<file path="src/ac_link_pkg.sv">
`default_nettype none
package ac_link_pkg;

    // Register map of the bus side.
    localparam logic [11:0] ADDR_CTRL    = 12'h000;
    localparam logic [11:0] ADDR_STATUS  = 12'h004;
    localparam logic [11:0] ADDR_GPIO    = 12'h008;
    localparam int          CTRL_PAIR_LO = 0;
    localparam int          CTRL_ID_LO   = 2;
    localparam int          STAT_READY   = 0;
    localparam int          STAT_ACTIVE  = 1;
    localparam int          STAT_PEND    = 2;
    localparam logic [1:0]  PAIR_RESET   = 2'h0;
    localparam logic [1:0]  ID_PRIMARY   = 2'h0;

    // Frame layout.
    localparam logic [7:0]  TAG_BITS     = 8'h10;
    localparam logic [7:0]  SLOT_BITS    = 8'h14;
    localparam int          TAG_FRAME    = 15;
    localparam int          TAG_CMD_ADDR = 14;
    localparam int          TAG_CMD_DATA = 13;
    localparam int          CMD_READ     = 19;
    localparam logic [3:0]  SLOT_TAG     = 4'h0;
    localparam logic [3:0]  SLOT_ADDR    = 4'h1;
    localparam logic [3:0]  SLOT_DATA    = 4'h2;
    localparam logic [3:0]  SLOT_MODEM   = 4'h5;
    localparam logic [3:0]  SLOT_GPIO    = 4'hc;

    // Left slot in the high nibble, right slot in the low nibble.
    localparam logic [7:0]  PAIR_SLOTS [4] = '{8'h34, 8'h69, 8'h78, 8'hab};

    // Ready deadline after the first frame start.
    localparam int unsigned READY_TIME_US    = 400;
    localparam int unsigned CLK_MHZ          = 50;
    localparam int unsigned READY_CYCLES_DEF = READY_TIME_US * CLK_MHZ;

    typedef struct packed {
        logic [19:0] left;
        logic [19:0] right;
    } pcm_pair_t;

    typedef struct packed {
        logic [3:0] slot;
        logic [4:0] bit_idx;
    } slot_pos_t;

endpackage
`default_nettype wire

</file>
<file path="src/ac_link_frame_interface.sv">
// Register access over APB and the register addresses were decided locally.
`timescale 1ns/100ps
`default_nettype none
// Functional notes
// [RULE_01] Frames start on SYNC rise, clocked by BIT_CLK
// [RULE_02] SYNC registered on following falling edge
// [RULE_03] Outgoing bits captured on falling edges
// [RULE_04] Controller sends MSB first, zero stuffed
// [RULE_05] Controller zero-fills short samples
// [RULE_06] Controller duplicates mono data both slots
// [RULE_07] Outgoing slot 0 tag bit layout
// [RULE_08] Slot 0 low bits hold codec ID
// [RULE_09] Playback pair selectable among four pairs
// [RULE_10] Outgoing slot 5 ignored
// [RULE_11] Slot 1 read flag and register index
// [RULE_12] 64 even registers, odd index selects none
// [RULE_13] All registers readable and writable
// [RULE_14] Slot 2 write data in bits 19:4
// [RULE_15] GPIO control taken from slot 12
// [RULE_16] Ready bit first, one bit per rise
// [RULE_17] Incoming MSB first, invalid bits zero
// [RULE_18] Ready bit low until operational
// [RULE_19] Ready within 400 us of SYNC
// [RULE_20] Controller waits for power bits set
// [RULE_21] Controller polls ready, then reads tags
// [RULE_22] Read answer echoes index, tags both slots
// [RULE_23] Controller holds SYNC high 16 periods
// [RULE_24] Incoming slot 1 field layout
// [RULE_25] Slot 1/2 tags only for read answers
// [RULE_26] Secondary ignores frames without frame valid
// [RULE_27] 256-bit frame, counters realign on SYNC
// [RULE_28] Secondary acts only on matching ID
module ac_link_frame_interface
    import ac_link_pkg::*;
#(
    parameter int unsigned READY_CYCLES = READY_CYCLES_DEF
)
(
    input  wire logic        pclk,
    input  wire logic        presetn,
    input  wire logic        ce,
    input  wire logic        psel,
    input  wire logic        penable,
    input  wire logic        pwrite,
    input  wire logic [11:0] paddr,
    input  wire logic [31:0] pwdata,
    output logic      [31:0] prdata,
    output logic             pready,
    output logic             pslverr,
    input  wire logic        bit_clk,
    input  wire logic        sync,
    input  wire logic        sdata_out,
    output logic             sdata_in,
    output pcm_pair_t        pb_pcm,
    output logic             pb_valid,
    input  wire pcm_pair_t   rec_pcm,
    input  wire logic        rec_valid,
    output logic      [19:0] gpio_ctrl
);

    function automatic slot_pos_t pos_of(input logic [7:0] p);
        slot_pos_t   r;
        logic [7:0]  q;
        r = '0;
        q = p - TAG_BITS;
        if (p < TAG_BITS)
        begin
            r.slot    = SLOT_TAG;
            r.bit_idx = 5'(TAG_BITS - 8'h01 - p);
        end
        else
        begin
            r.slot    = 4'(q / SLOT_BITS + 8'h01);
            r.bit_idx = 5'(SLOT_BITS - 8'h01 - q % SLOT_BITS);
        end
        return r;
    endfunction

    function automatic logic [3:0] left_of(input logic [1:0] sel);
        return PAIR_SLOTS[sel][7:4];
    endfunction

    function automatic logic [3:0] right_of(input logic [1:0] sel);
        return PAIR_SLOTS[sel][3:0];
    endfunction

    ////////////////////////////////////////////////////////////////////////////
    // Pin sampling and BIT_CLK edge finding.

    logic [2:0]  pins_s;
    logic        bclk_d;
    logic        sync_prev;
    logic        rise;
    logic        fall;
    logic        frame_start;
    logic        active;
    logic [7:0]  bit_pos;
    slot_pos_t   cur;

    link_sync #(.WIDTH(3)) u_sync
    (
        .pclk    (pclk),
        .presetn (presetn),
        .ce      (ce),
        .d       ({bit_clk, sync, sdata_out}),
        .q       (pins_s)
    );

    assign rise        = ce && pins_s[2] && !bclk_d;
    assign fall        = ce && !pins_s[2] && bclk_d;
    assign frame_start = fall && pins_s[1] && !sync_prev; // [RULE_01] [RULE_02]
    assign cur         = pos_of(bit_pos);

    always_ff @(posedge pclk or negedge presetn)
    begin
        if (!presetn)
            bclk_d <= 1'b0;
        else if (ce)
            bclk_d <= pins_s[2];
    end

    always_ff @(posedge pclk or negedge presetn)
    begin
        if (!presetn)
        begin
            sync_prev <= 1'b0;
            active    <= 1'b0;
            bit_pos   <= 8'h00;
        end
        else if (fall)
        begin
            sync_prev <= pins_s[1];
            if (frame_start)
            begin
                active  <= 1'b1;
                bit_pos <= 8'h00; // [RULE_27]
            end
            else
                bit_pos <= bit_pos + 8'h01;
        end
    end

    ////////////////////////////////////////////////////////////////////////////
    // Outgoing frame capture.

    logic [19:0] out_shift;
    logic [19:0] nsh;
    logic [15:0] tag;
    logic [19:0] cmd_addr;
    logic [1:0]  pair_sel;
    logic [1:0]  own_id;
    logic        slot_end;
    logic        cmd_go;
    logic        reg_we;
    logic        rd_go;
    logic [15:0] reg_rdata;
    pcm_pair_t   pb_stage;
    logic        got_pb;

    assign nsh      = {out_shift[18:0], pins_s[0]};
    assign slot_end = fall && active && (cur.bit_idx == 5'h00);
    // A secondary uses its ID in place of the primary's address tag.
    assign cmd_go   = tag[TAG_FRAME] && ((own_id == ID_PRIMARY) ? tag[TAG_CMD_ADDR]
                                                                : (tag[1:0] == own_id)); // [RULE_26] [RULE_28] [RULE_08]
    assign reg_we   = slot_end && (cur.slot == SLOT_DATA) && cmd_go && !cmd_addr[CMD_READ] && !cmd_addr[12]
                      && ((own_id != ID_PRIMARY) || tag[TAG_CMD_DATA]); // [RULE_12] [RULE_07] [RULE_11]
    assign rd_go    = slot_end && (cur.slot == SLOT_DATA) && cmd_go && cmd_addr[CMD_READ];

    codec_regfile u_regs
    (
        .pclk    (pclk),
        .presetn (presetn),
        .ce      (ce),
        .we      (reg_we),
        .addr    (cmd_addr[18:13]),
        .wdata   (nsh[19:4]),
        .rdata   (reg_rdata)
    ); // [RULE_13] [RULE_14]

    always_ff @(posedge pclk or negedge presetn)
    begin
        if (!presetn)
        begin
            out_shift <= 20'h00000;
            tag       <= 16'h0000;
            cmd_addr  <= 20'h00000;
        end
        else if (fall && active)
        begin
            out_shift <= nsh; // [RULE_03]
            if (slot_end && (cur.slot == SLOT_TAG))
                tag <= nsh[15:0];
            if (slot_end && (cur.slot == SLOT_ADDR))
                cmd_addr <= nsh;
        end
    end

    // Playback is staged so that both halves appear together.
    always_ff @(posedge pclk or negedge presetn)
    begin
        if (!presetn)
        begin
            pb_stage  <= '0;
            got_pb    <= 1'b0;
            pb_pcm    <= '0;
            pb_valid  <= 1'b0;
            gpio_ctrl <= 20'h00000;
        end
        else if (ce)
        begin
            pb_valid <= 1'b0;
            if (slot_end && tag[TAG_FRAME] && (cur.slot != SLOT_MODEM)) // [RULE_10]
            begin
                if ((cur.slot == left_of(pair_sel)) && tag[TAG_FRAME - int'(cur.slot)]) // [RULE_09]
                begin
                    pb_stage.left <= nsh;
                    got_pb        <= 1'b1;
                end
                if ((cur.slot == right_of(pair_sel)) && tag[TAG_FRAME - int'(cur.slot)])
                begin
                    pb_stage.right <= nsh;
                    got_pb         <= 1'b1;
                end
                if ((cur.slot == SLOT_GPIO) && tag[TAG_FRAME - int'(SLOT_GPIO)])
                    gpio_ctrl <= nsh; // [RULE_15]
            end
            if (slot_end && (cur.slot == SLOT_GPIO))
            begin
                pb_valid <= got_pb;
                pb_pcm   <= pb_stage;
                got_pb   <= 1'b0;
            end
        end
    end

    ////////////////////////////////////////////////////////////////////////////
    // Read answers and readiness.

    logic        pend;
    logic [6:0]  pend_idx;
    logic [15:0] pend_data;
    logic        resp_valid;
    logic [6:0]  resp_idx;
    logic [15:0] resp_data;
    logic [31:0] rdy_cnt;
    logic        link_ready;
    pcm_pair_t   cap_pcm;
    logic        cap_valid;

    always_ff @(posedge pclk or negedge presetn)
    begin
        if (!presetn)
        begin
            pend       <= 1'b0;
            pend_idx   <= 7'h00;
            pend_data  <= 16'h0000;
            resp_valid <= 1'b0;
            resp_idx   <= 7'h00;
            resp_data  <= 16'h0000;
            cap_pcm    <= '0;
            cap_valid  <= 1'b0;
        end
        else if (ce)
        begin
            if (frame_start)
            begin
                resp_valid <= pend; // [RULE_25]
                resp_idx   <= pend_idx;
                resp_data  <= pend_data;
                pend       <= 1'b0;
                cap_pcm    <= rec_pcm;
                cap_valid  <= rec_valid;
            end
            // A read latched in the cycle of a frame start must not be lost, so the set comes last and wins.
            if (rd_go)
            begin
                pend      <= 1'b1;
                pend_idx  <= cmd_addr[18:12];
                pend_data <= cmd_addr[12] ? 16'h0000 : reg_rdata; // [RULE_12]
            end
        end
    end

    // The deadline is counted from the first frame start seen.
    always_ff @(posedge pclk or negedge presetn)
    begin
        if (!presetn)
        begin
            rdy_cnt    <= 32'h00000000;
            link_ready <= 1'b0;
        end
        else if (ce && active && !link_ready)
        begin
            rdy_cnt <= rdy_cnt + 32'h00000001;
            if (rdy_cnt == READY_CYCLES - 1)
                link_ready <= 1'b1; // [RULE_19] [RULE_18]
        end
    end

    ////////////////////////////////////////////////////////////////////////////
    // Incoming frame generation.

    logic [15:0] tag_in;
    logic [19:0] in_word;

    always_comb
    begin
        tag_in                              = 16'h0000;
        tag_in[TAG_FRAME]                   = link_ready;
        tag_in[TAG_CMD_ADDR]                = resp_valid; // [RULE_22]
        tag_in[TAG_CMD_DATA]                = resp_valid;
        tag_in[TAG_FRAME - int'(left_of(pair_sel))]  = cap_valid;
        tag_in[TAG_FRAME - int'(right_of(pair_sel))] = cap_valid;
        in_word = 20'h00000; // [RULE_17]
        if (cur.slot == SLOT_TAG)
            in_word = {4'h0, tag_in};
        else if ((cur.slot == SLOT_ADDR) && resp_valid)
            in_word = {1'b0, resp_idx, 12'h000}; // [RULE_24]
        else if ((cur.slot == SLOT_DATA) && resp_valid)
            in_word = {resp_data, 4'h0};
        else if ((cur.slot == left_of(pair_sel)) && cap_valid)
            in_word = cap_pcm.left;
        else if ((cur.slot == right_of(pair_sel)) && cap_valid)
            in_word = cap_pcm.right;
    end

    always_ff @(posedge pclk or negedge presetn)
    begin
        if (!presetn)
            sdata_in <= 1'b0;
        else if (rise)
            sdata_in <= active ? in_word[cur.bit_idx] : 1'b0; // [RULE_16]
    end

    ////////////////////////////////////////////////////////////////////////////
    // APB slave; no wait states, so pready is fixed high.

    logic mapped;

    assign pready  = 1'b1;
    assign mapped  = (paddr == ADDR_CTRL) || (paddr == ADDR_STATUS) || (paddr == ADDR_GPIO);
    assign pslverr = psel && penable && !mapped;

    always_ff @(posedge pclk or negedge presetn)
    begin
        if (!presetn)
        begin
            pair_sel <= PAIR_RESET;
            own_id   <= ID_PRIMARY;
        end
        else if (ce && psel && penable && pwrite && (paddr == ADDR_CTRL))
        begin
            pair_sel <= pwdata[CTRL_PAIR_LO +: 2];
            own_id   <= pwdata[CTRL_ID_LO +: 2];
        end
    end

    // Read data is loaded in the setup cycle so it is stable in the access cycle.
    always_ff @(posedge pclk or negedge presetn)
    begin
        if (!presetn)
            prdata <= 32'h00000000;
        else if (ce && psel && !penable)
        begin
            prdata <= 32'h00000000;
            if (paddr == ADDR_CTRL)
                prdata <= {28'h0000000, own_id, pair_sel};
            else if (paddr == ADDR_STATUS)
                prdata <= {29'h00000000, pend, active, link_ready};
            else if (paddr == ADDR_GPIO)
                prdata <= {12'h000, gpio_ctrl};
        end
    end
endmodule
`default_nettype wire

</file>
<file path="src/link_sync.sv">
`timescale 1ns/100ps
`default_nettype none
module link_sync
#(
    parameter int WIDTH = 3
)
(
    input  wire logic             pclk,
    input  wire logic             presetn,
    input  wire logic             ce,
    input  wire logic [WIDTH-1:0] d,
    output logic      [WIDTH-1:0] q
);

    logic [WIDTH-1:0] meta;

    // The first stage feeds only the second stage.
    always_ff @(posedge pclk or negedge presetn)
    begin
        if (!presetn)
        begin
            meta <= '0;
            q    <= '0;
        end
        else if (ce)
        begin
            meta <= d;
            q    <= meta;
        end
    end

endmodule
`default_nettype wire

</file>
<file path="src/codec_regfile.sv">
`timescale 1ns/100ps
`default_nettype none
module codec_regfile
(
    input  wire logic        pclk,
    input  wire logic        presetn,
    input  wire logic        ce,
    input  wire logic        we,
    input  wire logic [5:0]  addr,
    input  wire logic [15:0] wdata,
    output logic      [15:0] rdata
);

    logic [15:0] mem [64];

    genvar i;
    generate
        for (i = 0; i < 64; i++)
        begin : g_word
            always_ff @(posedge pclk or negedge presetn)
            begin
                if (!presetn)
                    mem[i] <= 16'h0000;
                else if (ce && we && (addr == 6'(i)))
                    mem[i] <= wdata;
            end
        end
    endgenerate

    assign rdata = mem[addr];

endmodule
`default_nettype wire

</file>
<file path="config.mk">
export PLATFORM = sky130hd
export DESIGN_NAME = ac_link_frame_interface
export DESIGN_NICKNAME = d
export VERILOG_FILES = /design/src/ac_link_pkg.sv /design/src/ac_link_frame_interface.sv /design/src/link_sync.sv /design/src/codec_regfile.sv
export SDC_FILE = /design/constraint.sdc
export NUM_CORES = 2
export LEC_CHECK = 0
export BUFFER_PORTS_ARGS = -buffer_cell sky130_fd_sc_hd__buf_2
export CORE_MARGIN = 1.5
export CORE_UTILIZATION = 45
export DETAILED_ROUTE_END_ITERATION = 10
export HOLD_SLACK_MARGIN = 0.05
export PLACE_DENSITY = 0.72
export RECOVER_POWER = 100
export SYNTH_ARGS = -nofsm -noshare
export SYNTH_HDL_FRONTEND = slang
export SYNTH_SLANG_ARGS = --single-unit
</file>
<file path="constraint.sdc">
create_clock -name pclk -period 11.3 [get_ports pclk]
set_clock_uncertainty 0.05 [all_clocks]
set_input_delay 1.13 -clock pclk [delete_from_list [all_inputs] [get_ports pclk]]
set_output_delay 1.13 -clock pclk [all_outputs]
set_load 0.01 [all_outputs]
</file>
Word level (Yosys, flattened, before mapping)
Cells that the tools add are included.

Output and inout port bits: 96. Register bits after elaboration: 1357. Bits in read-only memories: 0. Memory bits (writable): 0. Input bits: 94. Bits in latches: 0. Memories kept: 0.

Div/mod/pow operators: 2. Bitwise gates (word level): 2. Multipliers: 0. Shift operators: 0. Muxes and demuxes: 37. $lt $le $gt $ge: 9. Equality and inequality tests: 73. $add $sub $neg: 9. Reductions and logical operators: 135.

Operators by type and width (count): $eq 6x6->1 const B (32); $mux 20 (8); $logic_and 1x1->1 (103); $bmux 16 s6 (1); $eq 6x5->1 const B (16); $eq 6x4->1 const B (8); $mux 16 (3); $add 32x1->32 const B (1); $bwmux 16 (2); $eq 32x15->1 const B (1); $eq 6x3->1 const B (4); $lt 5x6->1 const B (4); $mux 8 (3); $bmux 8 s2 (1); $reduce_and 2->1 (8); $sub 4x4->5 const A (3); $mux 1 (14); $eq 12x3->1 const B (1); $eq 12x4->1 const B (1); $eq 6x2->1 const B (2); $logic_not 12->1 (1); $reduce_and 3->1 (4); $ge 5x1->1 const B (2); $mux 9 (1); 30 further kinds (43).

Logic depth before layout (Yosys ltp)
Depth in word-level cells: 15. Depth in mapped cells: 30. Mapped depth without buffers: 24.

Hierarchy
From an unflattened synthesis, not the netlist that was laid out.

Cells, all modules: 4156. Area total of the unflattened synthesis: 60777.0 µm².

By module, submodules not included: codec_regfile (sequential area each 25624.6 µm², times used 1, cells an instance 2897, area an instance 46062.9 µm²); ac_link_frame_interface (sequential area each 7557.2 µm², times used 1, cells an instance 1246, area an instance 14462.6 µm²); link_sync (sequential area each 150.1 µm², times used 1, cells an instance 13, area an instance 251.5 µm²).

Least setup slack after synthesis
OpenSTA, ideal clock, no wires.

Path kind: reg-to-reg. Start point: register bit_pos[4]. End point: register u_regs.mem[238] (netlist name). Period minus slack after synthesis: 6.373 ns. Arrival: 6.196 ns. Setup slack: 4.927 ns. Stages on the path, launching flop included: 26. Path through: dfrtp_1 buf_2 clkinv_1 ha_1 clkinv_1 ha_1 o32a_1 buf_6 a311oi_4 o221ai_2 a211o_1 o21ai_4 inv_2 buf_1 ha_1 or3_1 and2_1 a2111oi_2 nor3b_2 nand3_1 or3b_1 buf_6 buf_12 nor2_8 buf_12 mux2_1.

Cells in the longest elaborated chain, start to end: 13. Elaborated cells between the ends (all ways): 18. Those cells by class: add/sub (4); div (2); order compare (1); eq/ne (1); mux (1); reduce/logical (9).

Ends and longest elaborated chain: start, declared (line ac_link_frame_interface.sv:97) `logic [7:0] bit_pos;`; start signal, assigned (line ac_link_frame_interface.sv:139) `bit_pos <= bit_pos + 8'h01;`; $sub 8x5->8 (line ac_link_frame_interface.sv:65) `q = p - TAG_BITS;`; $mod 8x5->8 (line ac_link_frame_interface.sv:74) `r.bit_idx = 5'(SLOT_BITS - 8'h01 - q % SLOT_BITS);`; $sub 5x5->5 (line ac_link_frame_interface.sv:74); $mux 9 (*) (line ac_link_frame_interface.sv:66) `if (p < TAG_BITS)`; $logic_not 5->1 (line ac_link_frame_interface.sv:161) `assign slot_end = fall && active && (cur.bit_idx == 5'h00);`; $logic_and 1x1->1 (line ac_link_frame_interface.sv:161); $logic_and 1x1->1 (*) (4 in series) (line ac_link_frame_interface.sv:165) `assign reg_we = slot_end && (cur.slot == SLOT_DATA) && cmd_go && !cmd_addr[CMD_READ] && !cmd_addr[12]`; $logic_and 1x1->1 (*) (line ac_link_frame_interface.sv:166) `&& ((own_id != ID_PRIMARY) || tag[TAG_CMD_DATA]);`; $logic_and 1x1->1 (*) (2 in series) (line codec_regfile.sv:24) `else if (ce && we && (addr == 6'(i)))`; end signal, assigned by index (line codec_regfile.sv:25) `mem[i] <= wdata;`; end, declared (line codec_regfile.sv:14) `logic [15:0] mem [64];`.

Every way passes the cells marked *; elsewhere a longest branch is shown, timed or not. A chain may end at the register's enable or synchronous reset.

Final worst setup path
Start point: register bit_pos[4]. End point: register u_regs.mem[242] (netlist name).

The elaborated chain is that of the path after synthesis.

==> impl_metrics.yaml <==
outcome:
  status: "complete, but fails checks"
  failed_checks: "max-capacitance violations, max-slew violations"
setup_path:
  cp-start-kind: "register"
  critical_path_depth: 20
  r2r_cells: 20
  path_buf_inv: 3
  cp-startpoint: "bit_pos[4]$_DFFE_PN0P_"
  crit-reg2reg-launch: "bit_pos[4]$_DFFE_PN0P_"
  critPathArrivalTime_ps: 10250
  cp.required_ps: 11900
  path_delay_family: "simple AND/OR/NAND/NOR gates"
  path_class: "register to register"
  max_stage_delay_ps: 1070
  critPathCaptureType: "register"
  rr_endpoint: "u_regs.mem[242]$_DFFE_PN0P_"
  crit_slowest_cell: "nor2_2"
  crit_top_cell: "ha_1"
  setup.worst_path.end: "u_regs.mem[242]$_DFFE_PN0P_"
  crit_fanout: 20
  crit_chain: "clkinv_1 > ha_1 > xor2_1 > inv_1 > ha_1 > o32a_1 > xnor2_1 > a21oi_1 > o31ai_1 > o21ai_4 > inv_1 > ha_1 > or3_1 > and2_0 > a2111oi_0 > nor3b_2 > nand3_1 > or3_2 > nor2_2 > mux2_2"
  rrSetupSlack_ps: 1650
sta:
  setup_viol_count_final: 0
  max_freq_mhz: 104
  rsz0062_at_grt: "no"
  fin_crit_sh_pct: 85.4
  drv_slew: 275
  hold_violations: 0
  tns_ps: 0
  fin_crit_ps: 9650
  worst_pin_slew_ps: 7630
  relSlewSlack_pct: -408
hold_path:
  hold_path.class: "register to register"
synth:
  synth-compound-area-share_pct: 2.10
  synth_seq_cells: 1333
  synth_fa_ha_area_share_pct: 0.325
  yosys.area_share.simple_pct: 4.24
  synthFlopType: "dfrtp_1"
  synth_edf_count: 0
  synth_mux_area_share_pct: 35.5
  syn_inst: 3995
  netlist_area_sq_um: 61600
  synthArstFlopShare_pct: 100
  synth_top_family_by_area: "multiplexers"
  synth_xor_area_share_pct: 0.768
  ys_seq_area_share_pct: 54.2
  ys_types: 96
  avgSynthCellArea_sq_um: 15.4
  ys_warn_count: 0
layout:
  area_growth_pct: 10.1
  drive_gt1_share_pct: 45.5
  instances_no_fill: 5896
  final_nets: 4118
global_routing:
  grt_pass1_wl_mm: 224
  top_usage_layer: "met2"
  gr-usage-all-layers_pct: 20.8
  grt_max_degree: 182
  grt_use_met3_pct: 3.36
  overflow: 0
  use_met2_pct: 33.9
  grt_pass1_vias: 36100
  grt_use_met1_pct: 28.8
  antenna_found_initial: 2
die:
  coreArea_sq_um: 136000
  num_rows: 135
  ios: 190
  fp.dieH_microns: 373
  die_width_microns: 373
  die-area_sq_um: 139000
  initial_core_util_pct: 45.4
placed_design:
  hpwl_mm: 86.1
  gp_congestion: 0.883
  io_buffers: 148
  place_inst: 5649
cts:
  cts_tree: "done"
  cts.sinks: 1333
  postCtsHoldBufs: 0
  htreeDepth: 4
  numCtsBuffers: 138
  cts_resized: 0
  clk_pin_slew_worst_paths_ps: 60
  clockBufferDepth: 3
  ctsRootBufferMaster: "clkbuf_16"
  post-cts-setup-buffers: 0
  insertion_delay_ps: 780
job:
  maxCapViolCount: 4
detailed_routing:
  drt-total-wl_mm: 143
  first_pass_iters: 5
  route.detailed.drc: 0
  first_iter_violations: 2597
  viasPerCell: 5.87
  vias: 34600
  wl_per_cell_microns: 24.2
  drtAntennaViolNets: 0
power:
  fin_total_pwr_w: 0.0110
  p_per_area_nw_per_um2: 162
  p_leak_nw: 31.9
  ir_drop_v: 0.000171
-- layer usage --
layer	wire (microns)	part of all wire, %
met5	0	0
met1	63700	45
met3	5910	4.1
met4	3770	2.6
met2	69500	49
-- worst register-to-register path, stage by stage (launching register included) --
cell and delay, ps:
dfrtp_1 840, clkinv_1 500, ha_1 400, xor2_1 360, inv_1 170, ha_1 290, o32a_1 530, xnor2_1 260
a21oi_1 490, o31ai_1 330, o21ai_4 450, inv_1 410, ha_1 330, or3_1 390, and2_0 370, a2111oi_0 530
nor3b_2 280, nand3_1 200, or3_2 830, nor2_2 1100, mux2_2 430
-- report_power, final --
group	leakage, nW	switching (W)	internal (W)
clock network	2.32	0.00195	0.00270
registers	18.5	0.000129	0.00489
logic	11.1	0.000833	0.000455
-- per-stage QoR --
step | area [sq um] | hold slack (ps) | setup slack, ps | util (%)
6_report | 67800 | 413 | 1650 | 50.0
5_1_grt | 67800 | 440 | 971 | 50.0
4_1_cts | 68200 | 413 | 2470 | 50.3
3_5_place_dp | 63500 | 402 | 2510 | 46.8
3_3_place_gp | 63500 | 399 | 2570 | 46.8
2_1_floorplan | 61600 | 394 | 4930 | -
-- area by class of cell --
cell class                      count  area [sq um]
Inverter                           19          71.3
Tap cell                         1781          2230
Timing Repair Buffer              207          1140
Sequential cell                  1333         33400
Clock buffer                      192          3950
Fill cell                       11300         67900
Antenna cell                        1          2.50
Clock inverter                     54           751
Multi-Input combinational cell   2309         26200
-- synthesized netlist by cell type, types with 29 or more instances --
master       n  share of area [%]
mux2_4      38               0.93
o21ai_0     36               0.29
nand2_1    145               0.88
buf_1       29               0.18
nor3_1      33               0.27
mux2_1      95                1.7
buf_4       30               0.37
mux2_2    1119                 20
nor2_1      67               0.41
mux4_2     336                 12
xnor2_1     33               0.47
dfrtp_1   1333                 54
buf_2       39               0.32
clkbuf_1   223                1.4
nand3_1     43               0.35
-- state kept, by name, summed over array words and instances, names as in the netlist, 16 cells and up --
name / count
u_regs.mem: 1024
cap_pcm: 40
pb_pcm: 40
pb_stage: 40
rdy_cnt: 32
gpio_ctrl: 20
prdata: 20
out_shift: 19
pend_data: 16
resp_data: 16
tag: 16
-- cell usage in the layout, fill, tap and decap left out, types with 15 or more instances in the layout --
cell,Yosys,routed
clkbuf_8,0,29
nand3_1,43,43
a221oi_1,15,15
buf_4,30,45
inv_1,15,16
a21oi_1,25,27
clkbuf_16,0,138
xor2_1,16,16
dfrtp_1,1333,1313
dfrtp_2,0,16
clkbuf_1,223,116
clkinv_2,0,26
o21ai_0,36,36
xnor2_1,33,34
mux2_2,1119,1119
nor2_1,67,69
mux4_2,336,336
buf_2,39,63
nand2_1,145,165
nand2b_1,23,23
nor3_1,33,33
mux2_1,95,128
ha_1,16,16
-- kinds of logic after synthesis --
group,Yosys count
XOR/XNOR,51
adder cells (fa/ha/maj),16
other,2
buffers and inverters,364
flip-flops,1333
AND/OR/NAND/NOR,461
multiplexers,1595
AO/OA/AOI/OAI,173
-- worst min-delay path by stage --
stage | start | end | slack [ps] | depth (start not counted)
floorplan | pend_data[0]$_DFFE_PN0P_ | pend_data[0]$_DFFE_PN0P_ | 390 | 2
global placement | prdata[11]$_DFFE_PN0P_ | prdata[11]$_DFFE_PN0P_ | 400 | 2
detailed placement | prdata[18]$_DFFE_PN0P_ | prdata[18]$_DFFE_PN0P_ | 400 | 2
CTS | presetn | gpio_ctrl[17]$_DFFE_PN0P_ | 410 | 1
global route | prdata[8]$_DFFE_PN0P_ | prdata[8]$_DFFE_PN0P_ | 440 | 2
finish | prdata[18]$_DFFE_PN0P_ | prdata[18]$_DFFE_PN0P_ | 410 | 2
(Power assumes the default switching activity.)
